**config.mk**
```make
export PLATFORM = sky130hd
export DESIGN_NAME = cascadable_dual_timer
export DESIGN_NICKNAME = d
export VERILOG_FILES = /design/src/verilog/dual_timer_pkg.sv /design/src/verilog/timer_tick_gen.sv /design/src/verilog/cascadable_dual_timer.sv
export VERILOG_INCLUDE_DIRS = /design/src /design/src/verilog
export SDC_FILE = /design/constraint.sdc
export NUM_CORES = 1
export LEC_CHECK = 0
export ABC_AREA = 1
export ABC_CLOCK_PERIOD_IN_PS = 7800
export BUFFER_PORTS_ARGS = -buffer_cell sky130_fd_sc_hd__buf_2
export CORE_AREA = 4 4 113 196
export DETAILED_ROUTE_END_ITERATION = 8
export DIE_AREA = 0 0 117 200
export SYNTH_ARGS = -nofsm -noshare
export SYNTH_HDL_FRONTEND = slang
export SYNTH_SLANG_ARGS = --single-unit
```
**constraint.sdc**
```tcl
create_clock -name ref_clk -period 7.8 [get_ports ref_clk]
set_input_delay 1.17 -clock ref_clk [delete_from_list [all_inputs] [get_ports ref_clk]]
set_output_delay 1.17 -clock ref_clk [all_outputs]
set_load 0.01 [all_outputs]
```
**src/verilog/dual_timer_defines.svh**
```systemverilog
// Offsets, field positions, reset values and prescale counts of the dual timer
//
// What this block does
// Cascade bit joins both timers into 32 bits
// Cascaded: high control ignored, low control rules
// Cascaded match reported on high flag
// Cascaded period is high:low period words
// Cascaded count: high word upper, low lower
// Cascaded 32-bit match raises the event
// Converter trigger only cascaded or high alone
// Single timers count synchronously only
// Run bit 15 starts and stops timer
// Idle-stop bit 13 halts timer in idle
// Source field bits 9-8 picks external clock
// Clock-source bit 1 picks external or internal
// Gate bit 6 gates internal clock only
// Prescale bits 5-4 divide by 1/8/64/256
// Control write while running clears prescaler
// Unimplemented control bits ignore writes, read zero
// Software configures fully before setting run
// Control bits read/write, reset to zero
// Period match sets flag, count returns zero
// Cascaded low carry increments high word
`ifndef DUAL_TIMER_DEFINES_SVH
`define DUAL_TIMER_DEFINES_SVH

`define OFF_LOW_CTRL     4'h0
`define OFF_HIGH_CTRL    4'h1
`define OFF_COUNT_LOW    4'h2
`define OFF_COUNT_HIGH   4'h3
`define OFF_PERIOD_LOW   4'h4
`define OFF_PERIOD_HIGH  4'h5
`define OFF_MATCH_FLAGS  4'h6

`define BIT_RUN          15
`define BIT_IDLE_STOP    13
`define FLD_EXT_SRC_HI   9
`define FLD_EXT_SRC_LO   8
`define BIT_GATE         6
`define FLD_PRESC_HI     5
`define FLD_PRESC_LO     4
`define BIT_CASCADE      3
`define BIT_CLK_SRC      1
`define BIT_LOW_FLAG     0
`define BIT_HIGH_FLAG    1

`define LOW_CTRL_MASK    16'hA37A
`define HIGH_CTRL_MASK   16'hA372
`define CTRL_RESET       16'h0000
`define COUNT_RESET      16'h0000
`define PERIOD_RESET     16'hFFFF
`define COUNT_MAX        16'hFFFF

`define PRESC_LAST_DIV1   8'h00
`define PRESC_LAST_DIV8   8'h07
`define PRESC_LAST_DIV64  8'h3F
`define PRESC_LAST_DIV256 8'hFF

`endif

```
**src/verilog/dual_timer_pkg.sv**
```systemverilog
// Types shared by the dual timer files
package dual_timer_pkg;

   typedef enum logic [1:0] {
      SRC_SECONDARY_OSC = 2'h0,
      SRC_PARTNER_PIN   = 2'h1,
      SRC_LOW_POWER_RC  = 2'h2,
      SRC_GENERIC_PIN   = 2'h3
   } ext_src_e;

   typedef enum logic [1:0] {
      PRESC_DIV1   = 2'h0,
      PRESC_DIV8   = 2'h1,
      PRESC_DIV64  = 2'h2,
      PRESC_DIV256 = 2'h3
   } prescale_e;

   typedef logic [15:0] word_t;

endpackage : dual_timer_pkg

```
**src/verilog/timer_tick_gen.sv**
```systemverilog
// Clock source selection, gating and prescaler of one timer
`timescale 1ns/1ps
`default_nettype none
`include "dual_timer_defines.svh"

module timer_tick_gen #(
   parameter int PRESC_W = 8
) (
   // Clock and reset
   input  wire logic                     ref_clk,
   input  wire logic                     rst,
   input  wire logic                     clk_en,
   // Control
   input  wire logic                     run,
   input  wire logic                     clk_src_ext,
   input  wire dual_timer_pkg::ext_src_e  ext_sel,
   input  wire logic                     gate_en,
   input  wire dual_timer_pkg::prescale_e presc_sel,
   input  wire logic                     presc_clear,
   // Synchronised inputs
   input  wire logic [3:0]               ext_edge,
   input  wire logic                     gate_level,
   // Prescaled count enable
   output logic                          tick
);

   function automatic logic [PRESC_W-1:0] presc_last(input dual_timer_pkg::prescale_e sel);
      case (sel)
         dual_timer_pkg::PRESC_DIV8:   presc_last = PRESC_W'(`PRESC_LAST_DIV8);
         dual_timer_pkg::PRESC_DIV64:  presc_last = PRESC_W'(`PRESC_LAST_DIV64);
         dual_timer_pkg::PRESC_DIV256: presc_last = PRESC_W'(`PRESC_LAST_DIV256);
         default:                      presc_last = PRESC_W'(`PRESC_LAST_DIV1);
      endcase
   endfunction : presc_last

   logic [PRESC_W-1:0] presc_q;
   logic [PRESC_W-1:0] presc_d;
   logic               ext_pulse;
   logic               int_pulse;
   logic               src_pulse;
   logic               wrap;

   // External edges always pass the synchroniser; no free-running mode
   assign ext_pulse = ext_edge[ext_sel];
   assign int_pulse = gate_en ? gate_level : 1'b1;
   assign src_pulse = run & (clk_src_ext ? ext_pulse : int_pulse);
   assign wrap      = presc_q == presc_last(presc_sel);
   assign tick      = src_pulse & wrap & ~presc_clear;
   assign presc_d   = presc_clear ? '0 :
                      (src_pulse ? (wrap ? '0 : PRESC_W'(presc_q + 1'b1)) : presc_q);

   always_ff @(posedge ref_clk) begin
      if (rst) begin
         presc_q <= '0;
      end else if (clk_en) begin
         presc_q <= presc_d;
      end
   end

endmodule : timer_tick_gen
`default_nettype wire

```
**src/verilog/cascadable_dual_timer.sv**
```systemverilog
// Pair of 16-bit timers that cascade into one 32-bit timer
//
// Design decisions made here: the register offsets and the plain strobed port.
`timescale 1ns/1ps
`default_nettype none
`include "dual_timer_defines.svh"

module cascadable_dual_timer (
   // Clock, reset, freeze
   input  wire logic        ref_clk,
   input  wire logic        rst,
   input  wire logic        clk_en,
   // Register port
   input  wire logic [3:0]  reg_addr,
   input  wire logic [15:0] reg_wdata,
   input  wire logic        reg_wr,
   input  wire logic        reg_rd,
   output logic      [15:0] reg_rdata,
   // Device power state
   input  wire logic        idle_mode,
   // Clock source pins
   input  wire logic        generic_external_clock_in,
   input  wire logic        partner_external_clock_in,
   input  wire logic        low_power_rc_oscillator,
   input  wire logic        secondary_oscillator,
   // Gate pins
   input  wire logic        low_gate_in,
   input  wire logic        high_gate_in,
   // Events
   output logic             low_match_flag,
   output logic             high_match_flag,
   output logic             adc_trigger
);

   ////////////////////////////////////////////////////////////////////////////
   // Storage

   dual_timer_pkg::word_t lctl_q;
   dual_timer_pkg::word_t lctl_d;
   dual_timer_pkg::word_t hctl_q;
   dual_timer_pkg::word_t hctl_d;
   dual_timer_pkg::word_t cnt_lo_q;
   dual_timer_pkg::word_t cnt_lo_d;
   dual_timer_pkg::word_t cnt_hi_q;
   dual_timer_pkg::word_t cnt_hi_d;
   dual_timer_pkg::word_t per_lo_q;
   dual_timer_pkg::word_t per_lo_d;
   dual_timer_pkg::word_t per_hi_q;
   dual_timer_pkg::word_t per_hi_d;
   logic                  low_flag_q;
   logic                  low_flag_d;
   logic                  high_flag_q;
   logic                  high_flag_d;
   logic                  adc_q;
   logic                  adc_d;
   logic [15:0]           rdata_q;
   logic [15:0]           rdata_d;
   logic [5:0]            pin_meta_q;
   logic [5:0]            pin_sync_q;
   logic [5:0]            pin_prev_q;

   ////////////////////////////////////////////////////////////////////////////
   // Helpers

   // Next value of one counting word on a prescaled tick
   function automatic logic [15:0] bump(input logic [15:0] cnt, input logic hit);
      bump = hit ? `COUNT_RESET : 16'(cnt + 16'h0001);
   endfunction : bump

   function automatic logic run_now(input logic [15:0] ctl, input logic idle);
      run_now = ctl[`BIT_RUN] & ~(idle & ctl[`BIT_IDLE_STOP]);
   endfunction : run_now

   ////////////////////////////////////////////////////////////////////////////
   // Pin synchronisers

   logic [5:0] pin_raw;
   logic [3:0] ext_edge;
   logic       low_gate_lvl;
   logic       high_gate_lvl;
   logic       low_gate_fall;
   logic       high_gate_fall;

   // Index order matches the source select code
   assign pin_raw = {high_gate_in, low_gate_in,
                     generic_external_clock_in, low_power_rc_oscillator,
                     partner_external_clock_in, secondary_oscillator};

   // Rising edges only; pins are resampled on ref_clk
   assign ext_edge      = pin_sync_q[3:0] & ~pin_prev_q[3:0];
   assign low_gate_lvl  = pin_sync_q[4];
   assign high_gate_lvl = pin_sync_q[5];
   assign low_gate_fall  = pin_prev_q[4] & ~pin_sync_q[4];
   assign high_gate_fall = pin_prev_q[5] & ~pin_sync_q[5];

   ////////////////////////////////////////////////////////////////////////////
   // Address decode

   logic wr_lctl;
   logic wr_hctl;
   logic wr_cnt_lo;
   logic wr_cnt_hi;
   logic wr_per_lo;
   logic wr_per_hi;
   logic wr_flags;

   assign wr_lctl   = reg_wr & (reg_addr == `OFF_LOW_CTRL);
   assign wr_hctl   = reg_wr & (reg_addr == `OFF_HIGH_CTRL);
   assign wr_cnt_lo = reg_wr & (reg_addr == `OFF_COUNT_LOW);
   assign wr_cnt_hi = reg_wr & (reg_addr == `OFF_COUNT_HIGH);
   assign wr_per_lo = reg_wr & (reg_addr == `OFF_PERIOD_LOW);
   assign wr_per_hi = reg_wr & (reg_addr == `OFF_PERIOD_HIGH);
   assign wr_flags  = reg_wr & (reg_addr == `OFF_MATCH_FLAGS);

   ////////////////////////////////////////////////////////////////////////////
   // Mode and run state

   logic cascade;
   logic low_run;
   logic high_run;
   logic low_clear;
   logic high_clear;
   logic low_gated;
   logic high_gated;

   assign cascade  = lctl_q[`BIT_CASCADE];
   assign low_run  = run_now(lctl_q, idle_mode);
   // High control has no say while cascaded
   assign high_run = ~cascade & run_now(hctl_q, idle_mode);

   assign low_clear  = wr_lctl & lctl_q[`BIT_RUN];
   assign high_clear = wr_hctl & hctl_q[`BIT_RUN] & ~cascade;

   assign low_gated  = lctl_q[`BIT_GATE] & ~lctl_q[`BIT_CLK_SRC];
   assign high_gated = hctl_q[`BIT_GATE] & ~hctl_q[`BIT_CLK_SRC];

   ////////////////////////////////////////////////////////////////////////////
   // Tick generators

   logic low_tick;
   logic high_tick;

   timer_tick_gen #(
      .PRESC_W (8)
   ) u_low_tick (
      .ref_clk     (ref_clk),
      .rst         (rst),
      .clk_en      (clk_en),
      .run         (low_run),
      .clk_src_ext (lctl_q[`BIT_CLK_SRC]),
      .ext_sel     (dual_timer_pkg::ext_src_e'(lctl_q[`FLD_EXT_SRC_HI:`FLD_EXT_SRC_LO])),
      .gate_en     (low_gated),
      .presc_sel   (dual_timer_pkg::prescale_e'(lctl_q[`FLD_PRESC_HI:`FLD_PRESC_LO])),
      .presc_clear (low_clear),
      .ext_edge    (ext_edge),
      .gate_level  (low_gate_lvl),
      .tick        (low_tick)
   );

   timer_tick_gen #(
      .PRESC_W (8)
   ) u_high_tick (
      .ref_clk     (ref_clk),
      .rst         (rst),
      .clk_en      (clk_en),
      .run         (high_run),
      .clk_src_ext (hctl_q[`BIT_CLK_SRC]),
      .ext_sel     (dual_timer_pkg::ext_src_e'(hctl_q[`FLD_EXT_SRC_HI:`FLD_EXT_SRC_LO])),
      .gate_en     (high_gated),
      .presc_sel   (dual_timer_pkg::prescale_e'(hctl_q[`FLD_PRESC_HI:`FLD_PRESC_LO])),
      .presc_clear (high_clear),
      .ext_edge    (ext_edge),
      .gate_level  (high_gate_lvl),
      .tick        (high_tick)
   );

   ////////////////////////////////////////////////////////////////////////////
   // Period compare

   logic [31:0] cat_cnt;
   logic [31:0] cat_per;
   logic        cat_hit;
   logic        lo_hit;
   logic        hi_hit;
   logic        lo_carry;

   assign cat_cnt  = {cnt_hi_q, cnt_lo_q};
   assign cat_per  = {per_hi_q, per_lo_q};
   assign cat_hit  = cat_cnt == cat_per;
   assign lo_hit   = cnt_lo_q == per_lo_q;
   assign hi_hit   = cnt_hi_q == per_hi_q;
   assign lo_carry = cnt_lo_q == `COUNT_MAX;

   ////////////////////////////////////////////////////////////////////////////
   // Count words

   logic [15:0] lo_step;
   logic [15:0] hi_step;

   assign lo_step = cascade ? bump(cnt_lo_q, cat_hit) : bump(cnt_lo_q, lo_hit);
   // Upper word follows the low word's carry while cascaded
   assign hi_step = cascade ?
                    (cat_hit ? `COUNT_RESET : 16'(cnt_hi_q + {15'h0000, lo_carry})) :
                    bump(cnt_hi_q, hi_hit);

   // Software load wins over counting
   assign cnt_lo_d = wr_cnt_lo ? reg_wdata : (low_tick ? lo_step : cnt_lo_q);
   assign cnt_hi_d = wr_cnt_hi ? reg_wdata :
                     (((cascade & low_tick) | high_tick) ? hi_step : cnt_hi_q);

   assign per_lo_d = wr_per_lo ? reg_wdata : per_lo_q;
   assign per_hi_d = wr_per_hi ? reg_wdata : per_hi_q;

   ////////////////////////////////////////////////////////////////////////////
   // Control registers

   assign lctl_d = wr_lctl ? (reg_wdata & `LOW_CTRL_MASK) : lctl_q;
   assign hctl_d = wr_hctl ? (reg_wdata & `HIGH_CTRL_MASK) : hctl_q;

   ////////////////////////////////////////////////////////////////////////////
   // Events and flags

   logic low_evt;
   logic high_evt;
   logic low_gate_evt;
   logic high_gate_evt;
   logic low_flag_clr;
   logic high_flag_clr;

   // Gate falling edge ends an accumulation window
   assign low_gate_evt  = low_gated & low_run & low_gate_fall;
   assign high_gate_evt = high_gated & high_run & high_gate_fall;

   assign low_evt  = ~cascade & ((low_tick & lo_hit) | low_gate_evt);
   assign high_evt = cascade ? ((low_tick & cat_hit) | low_gate_evt) :
                     ((high_tick & hi_hit) | high_gate_evt);

   // Converter trigger never comes from the low timer alone
   assign adc_d = cascade ? (low_tick & cat_hit) : (high_tick & hi_hit);

   assign low_flag_clr  = wr_flags & reg_wdata[`BIT_LOW_FLAG];
   assign high_flag_clr = wr_flags & reg_wdata[`BIT_HIGH_FLAG];

   // Set wins over a write-one clear in the same cycle
   assign low_flag_d  = (low_flag_q & ~low_flag_clr) | low_evt;
   assign high_flag_d = (high_flag_q & ~high_flag_clr) | high_evt;

   ////////////////////////////////////////////////////////////////////////////
   // Read path

   logic [15:0] rd_mux;

   assign rd_mux = (reg_addr == `OFF_LOW_CTRL)    ? lctl_q :
                   (reg_addr == `OFF_HIGH_CTRL)   ? hctl_q :
                   (reg_addr == `OFF_COUNT_LOW)   ? cnt_lo_q :
                   (reg_addr == `OFF_COUNT_HIGH)  ? cnt_hi_q :
                   (reg_addr == `OFF_PERIOD_LOW)  ? per_lo_q :
                   (reg_addr == `OFF_PERIOD_HIGH) ? per_hi_q :
                   (reg_addr == `OFF_MATCH_FLAGS) ? {14'h0000, high_flag_q, low_flag_q} :
                   16'h0000;

   // Data stands only in the cycle after the strobe
   assign rdata_d = reg_rd ? rd_mux : 16'h0000;

   ////////////////////////////////////////////////////////////////////////////
   // Flip-flops

   always_ff @(posedge ref_clk) begin
      if (rst) begin
         pin_meta_q <= 6'h00;
         pin_sync_q <= 6'h00;
         pin_prev_q <= 6'h00;
      end else if (clk_en) begin
         pin_meta_q <= pin_raw;
         pin_sync_q <= pin_meta_q;
         pin_prev_q <= pin_sync_q;
      end
   end

   always_ff @(posedge ref_clk) begin
      if (rst) begin
         lctl_q <= `CTRL_RESET;
         hctl_q <= `CTRL_RESET;
      end else if (clk_en) begin
         lctl_q <= lctl_d;
         hctl_q <= hctl_d;
      end
   end

   always_ff @(posedge ref_clk) begin
      if (rst) begin
         cnt_lo_q <= `COUNT_RESET;
         cnt_hi_q <= `COUNT_RESET;
         per_lo_q <= `PERIOD_RESET;
         per_hi_q <= `PERIOD_RESET;
      end else if (clk_en) begin
         cnt_lo_q <= cnt_lo_d;
         cnt_hi_q <= cnt_hi_d;
         per_lo_q <= per_lo_d;
         per_hi_q <= per_hi_d;
      end
   end

   always_ff @(posedge ref_clk) begin
      if (rst) begin
         low_flag_q  <= 1'b0;
         high_flag_q <= 1'b0;
         adc_q       <= 1'b0;
         rdata_q     <= 16'h0000;
      end else if (clk_en) begin
         low_flag_q  <= low_flag_d;
         high_flag_q <= high_flag_d;
         adc_q       <= adc_d;
         rdata_q     <= rdata_d;
      end
   end

   ////////////////////////////////////////////////////////////////////////////
   // Outputs

   assign reg_rdata       = rdata_q;
   assign low_match_flag  = low_flag_q;
   assign high_match_flag = high_flag_q;
   assign adc_trigger     = adc_q;

endmodule : cascadable_dual_timer
`default_nettype wire

```
==> run_summary.xml <==
<?xml version="1.0" encoding="UTF-8"?>
<metrics>
  <group name="floorplan">
    <metric name="die_w" unit="um">117</metric>
    <metric name="placement_rows" unit="">70</metric>
    <metric name="initial_util" unit="%">39.3</metric>
    <metric name="ios" unit="">51</metric>
    <metric name="height_of_the_chip" unit="um">200</metric>
    <metric name="design.die.area" unit="um^2">23400</metric>
    <metric name="core_area" unit="um^2">20700</metric>
  </group>
  <group name="power_and_ir_drop">
    <metric name="power.share.switching" unit="%">26.8</metric>
    <metric name="switchingPower" unit="uW">438</metric>
    <metric name="register_share_of_total_power" unit="%">43.6</metric>
    <metric name="p_comb_share" unit="%">7.8</metric>
    <metric name="power.density_cell_area" unit="nW/um^2">180</metric>
    <metric name="power.share.clock" unit="%">48.6</metric>
    <metric name="ir_drop" unit="mV">0.140</metric>
    <metric name="cellInternalPower" unit="mW">1.20</metric>
    <metric name="power" unit="mW">1.63</metric>
    <metric name="total_leakage_power" unit="nW">4.24</metric>
  </group>
  <group name="global_route">
    <metric name="global_route.overflow_total" unit="">0</metric>
    <metric name="antenna_found_initial" unit="">0</metric>
    <metric name="grt_first_pass_wirelength" unit="um">42800</metric>
    <metric name="grt_pass1_vias" unit="">8168</metric>
    <metric name="grt_most_used_layer" unit="">met2</metric>
    <metric name="met2_usage" unit="%">45.1</metric>
    <metric name="global_route.usage.total" unit="%">24.1</metric>
    <metric name="met1_usage" unit="%">23.7</metric>
    <metric name="gr-usage-met3" unit="%">3.86</metric>
    <metric name="largest_net_degree_at_the_start_of_global_routing" unit="">67</metric>
  </group>
  <group name="setup_path">
    <metric name="slowest_stage" unit="">sky130_fd_sc_hd__nor2_2</metric>
    <metric name="critPathCaptureType" unit="">flip-flop</metric>
    <metric name="reg2regPathDepth" unit="">18</metric>
    <metric name="criticalPathCategory" unit="">in2reg</metric>
    <metric name="r2r_setup_slack" unit="ns">4.55</metric>
    <metric name="cp_data_arrival_time" unit="ns">3.89</metric>
    <metric name="startpoint_type" unit="">input pin</metric>
    <metric name="timing.rr.start" unit="">cnt_lo_q[0]</metric>
    <metric name="critical_path.cell_chain" unit="">buf_2, nor2_2, nand2_2, nor2_2, inv_2, nor2_4, nor2_1, nor2_2, o21ai_0, nor2_1, nor2_1</metric>
    <metric name="crit-reg2reg-capture" unit="">cnt_hi_q[15]</metric>
    <metric name="worstPathRequired" unit="ns">8.13</metric>
    <metric name="cp_slowest_stage_delay" unit="ns">0.65</metric>
    <metric name="worstPathMaxFanout" unit="">22</metric>
  </group>
  <group name="sta">
    <metric name="timing.final.crit_period" unit="ns">3.56</metric>
    <metric name="report.final.hold_viol_count" unit="">0</metric>
    <metric name="fmax" unit="MHz">281</metric>
    <metric name="slew_headroom" unit="%">44.2</metric>
    <metric name="min_period_over_period" unit="%">45.7</metric>
    <metric name="postLayoutSetupSlackWorst" unit="ns">4.24</metric>
    <metric name="fin_tns_setup" unit="ns">0</metric>
    <metric name="fin_worst_skew" unit="ns">0.0124</metric>
    <metric name="timing_worst_slew_pin_value" unit="ns">0.836</metric>
    <metric name="final-max-slew-violation-count" unit="">0</metric>
    <metric name="grt_setup_unrepaired" unit="">false</metric>
    <metric name="timing.final.setup_violations" unit="">0</metric>
  </group>
  <group name="clock_tree">
    <metric name="clk_pin_slew_worst_paths" unit="ns">0.06</metric>
    <metric name="cts-hold-fix-buffers" unit="">0</metric>
    <metric name="cts_buffers" unit="">17</metric>
    <metric name="post_cts_repair_setup_buffers" unit="">0</metric>
    <metric name="clk_latency" unit="ns">0.44</metric>
    <metric name="postCtsResizedCells" unit="">0</metric>
    <metric name="clkSinkCount" unit="">134</metric>
    <metric name="deepest_level_of_the_cts_h_tree" unit="">4</metric>
    <metric name="cell_at_the_root_of_the_clock_tree" unit="">sky130_fd_sc_hd__clkbuf_16</metric>
    <metric name="cts_tree" unit="">built</metric>
    <metric name="max-clock-path-buffers" unit="">2</metric>
  </group>
  <group name="worst_hold_path">
    <metric name="min_delay_worst_endpoint" unit="">pin_prev_q[2]</metric>
    <metric name="min_from" unit="">pin_prev_q[2]</metric>
    <metric name="hold_depth" unit="">2</metric>
    <metric name="worst_hold_class" unit="">reg2reg</metric>
  </group>
  <group name="yosys">
    <metric name="synth_compound_area_share" unit="%">16.6</metric>
    <metric name="synthXorXnorAreaFrac" unit="%">4.42</metric>
    <metric name="synth_area" unit="um^2">8130</metric>
    <metric name="mux_share_of_post_synthesis_cell_area" unit="%">0</metric>
    <metric name="syn-instance-count" unit="">1313</metric>
    <metric name="synth_simple_gate_area_share" unit="%">34.6</metric>
    <metric name="largest_family_of_logic_cells_by_synthesized_area" unit="">simple AND/OR/NAND/NOR gates</metric>
    <metric name="synth_cell_type_count" unit="">43</metric>
    <metric name="asr_flop_ratio_synth" unit="%">0</metric>
    <metric name="netlist.top_cell.by_area" unit="">sky130_fd_sc_hd__dfxtp_1</metric>
    <metric name="total_number_of_yosys_warnings" unit="">0</metric>
    <metric name="synth_area_leaders" unit="">sky130_fd_sc_hd__dfxtp_1 33%, sky130_fd_sc_hd__nand2_1 18%, sky130_fd_sc_hd__inv_1 6.7%</metric>
    <metric name="synth.yosys.seq_area_share" unit="%">33.0</metric>
    <metric name="synth_top_cell_area_share" unit="%">33.0</metric>
    <metric name="synth-adder-area-share" unit="%">0.923</metric>
    <metric name="synth_fp_nets" unit="">1351</metric>
    <metric name="syn_avg_cell_area" unit="um^2">6.19</metric>
    <metric name="synth_seq_cells" unit="">134</metric>
    <metric name="postSynth.topFlopCell" unit="">sky130_fd_sc_hd__dfxtp_1</metric>
    <metric name="number_of_enable_flip_flop_cells_after_synthesis" unit="">0</metric>
  </group>
  <group name="routing">
    <metric name="routed-via-count" unit="">8457</metric>
    <metric name="detail_route.drc_violations" unit="">0</metric>
    <metric name="final_antenna_net_count" unit="">0</metric>
    <metric name="detailedRoute.firstIterationViolations" unit="">617</metric>
    <metric name="viasPerCell" unit="">5.29</metric>
    <metric name="firstDrtPassIters" unit="">5</metric>
    <metric name="routed_wire_per_std_cell" unit="um">17.3</metric>
    <metric name="detailed_route_wire_length" unit="um">27700</metric>
  </group>
  <group name="place">
    <metric name="dpl_hpwl" unit="um">21100</metric>
    <metric name="place_congestion" unit="">0.985</metric>
    <metric name="pre_cts_ws" unit="ns">3.82</metric>
    <metric name="port_buf_inserts" unit="">50</metric>
  </group>
  <group name="layout">
    <metric name="design.final.nets" unit="">1372</metric>
    <metric name="nFillCells" unit="">2227</metric>
    <metric name="antenna-diode-count" unit="">0</metric>
    <metric name="area_delta_synth_final" unit="%">11.7</metric>
    <metric name="layout-drive-gt1-share" unit="%">9.35</metric>
  </group>
  <group name="status">
    <metric name="status" unit="">finished, final reports clean</metric>
  </group>
  <group name="job">
    <metric name="maxCapViolCount" unit="">0</metric>
  </group>
</metrics>
==> stage by stage <==
stage                     area [um^2]  hold slack, ns  cells  utilization (%)
after floorplan                  8130           0.429   1313                -
after global placement           8510           0.439   1567             41.2
after detailed placement         8510           0.452   1567             41.2
after CTS                        9080           0.461   1599             43.9
after global routing             9080           0.482   1599             43.9
final                            9080           0.457   1599             43.9
==> Yosys cell counts (all sizes together), types with 19 or more instances <==
cell type / count
o21ai: 100
nand2: 385
dfxtp: 134
nor2: 151
nand3: 92
a21oi: 94
o211ai: 19
xor2: 22
buf: 19
clkbuf: 36
xnor2: 19
inv: 158
==> layout make-up <==
class,count,area (um^2),area share (%)
Clock buffer,19,453,4.99
Clock inverter,13,123,1.35
Inverter,160,602,6.63
Multi-Input combinational cell,964,4600,50.7
Sequential cell,134,2680,29.5
Tap cell,252,315,3.47
Timing Repair Buffer,57,303,3.33
==> sequential cells by signal, indices dropped and copies added (netlist names) <==
name	flops
reg_rdata	16
pin_meta_q	6
pin_prev_q	6
u_high_tick.presc_q	8
cnt_hi_q	16
per_lo_q	16
per_hi_q	16
lctl_q	9
low_match_flag	1
u_low_tick.presc_q	8
hctl_q	8
cnt_lo_q	16
pin_sync_q	6
adc_trigger	1
high_match_flag	1
==> how the worst max path moves through the flow <==
stage | from | end | slack [ns] | cells after the start
global placement | reg_addr[2] | cnt_lo_q[2] | 3.90 | 11
floorplan | cnt_lo_q[0] | cnt_hi_q[15] | 5.15 | 18
detailed placement | reg_addr[2] | cnt_lo_q[5] | 3.82 | 11
CTS | reg_addr[2] | cnt_lo_q[5] | 4.28 | 11
finish | reg_addr[2] | cnt_lo_q[5] | 4.24 | 11
global route | reg_addr[2] | cnt_lo_q[5] | 3.98 | 11
==> cell families (layout without fill, tap and decap cells) <==
family | count (synthesis) | count (layout)
buffers and inverters | 215 | 249
and+or+nand+nor | 671 | 671
DFF | 134 | 134
xor gates and xnor gates | 41 | 41
AOI/OAI and AO/OA | 246 | 246
adders and majority gates | 6 | 6
==> worst max-delay path: cells and delay by family <==
family / cells / cell delay, ns
compound gates: 1 / 0.22
simple gates: 8 / 2.16
buf+inv: 2 / 0.30
==> cells in the final DEF, fill, tap and decap left out, types with 4 or more instances in the layout <==
| cell type | netlist | layout |
|---|---|---|
| sky130_fd_sc_hd__clkbuf_16 | 0 | 17 |
| sky130_fd_sc_hd__nor2_2 | 9 | 10 |
| sky130_fd_sc_hd__xnor2_1 | 19 | 19 |
| sky130_fd_sc_hd__ha_1 | 6 | 6 |
| sky130_fd_sc_hd__inv_2 | 12 | 13 |
| sky130_fd_sc_hd__nor2_4 | 4 | 4 |
| sky130_fd_sc_hd__nand3b_1 | 4 | 4 |
| sky130_fd_sc_hd__or2_2 | 4 | 4 |
| sky130_fd_sc_hd__inv_1 | 146 | 145 |
| sky130_fd_sc_hd__nand3_1 | 90 | 90 |
| sky130_fd_sc_hd__nor3_1 | 9 | 9 |
| sky130_fd_sc_hd__nor2_1 | 138 | 137 |
| sky130_fd_sc_hd__a21oi_1 | 94 | 94 |
| sky130_fd_sc_hd__nor3b_1 | 6 | 6 |
| sky130_fd_sc_hd__xor2_1 | 22 | 22 |
| sky130_fd_sc_hd__o2111ai_1 | 6 | 6 |
| sky130_fd_sc_hd__buf_4 | 2 | 7 |
| sky130_fd_sc_hd__nand2_1 | 382 | 382 |
| sky130_fd_sc_hd__nand4_1 | 13 | 13 |
| sky130_fd_sc_hd__o21ai_0 | 99 | 99 |
| sky130_fd_sc_hd__buf_2 | 14 | 50 |
| sky130_fd_sc_hd__o211ai_1 | 19 | 19 |
| sky130_fd_sc_hd__dfxtp_1 | 134 | 134 |
| sky130_fd_sc_hd__o22ai_1 | 15 | 15 |
| sky130_fd_sc_hd__clkinvlp_4 | 0 | 4 |
==> metal layers <==
layer,vias up,wire length (um)
li1,4255,-
met3,93,1210
met5,-,0
met4,0,1880
met2,270,14800
met1,3839,9860
==> power by group through the flow <==
| stage | clock network (mW) | registers, mW | logic, mW |
|---|---|---|---|
| 6_report | 0.794 | 0.712 | 0.128 |
| 5_1_grt | 0.830 | 0.713 | 0.141 |
| 4_1_cts | 0.805 | 0.712 | 0.127 |
| 3_5_place_dp | 0 | 0.727 | 0.126 |
| 3_3_place_gp | 0 | 0.727 | 0.126 |
| 2_1_floorplan | 0 | 0.723 | 0.0805 |
(Power assumes the default switching activity.)
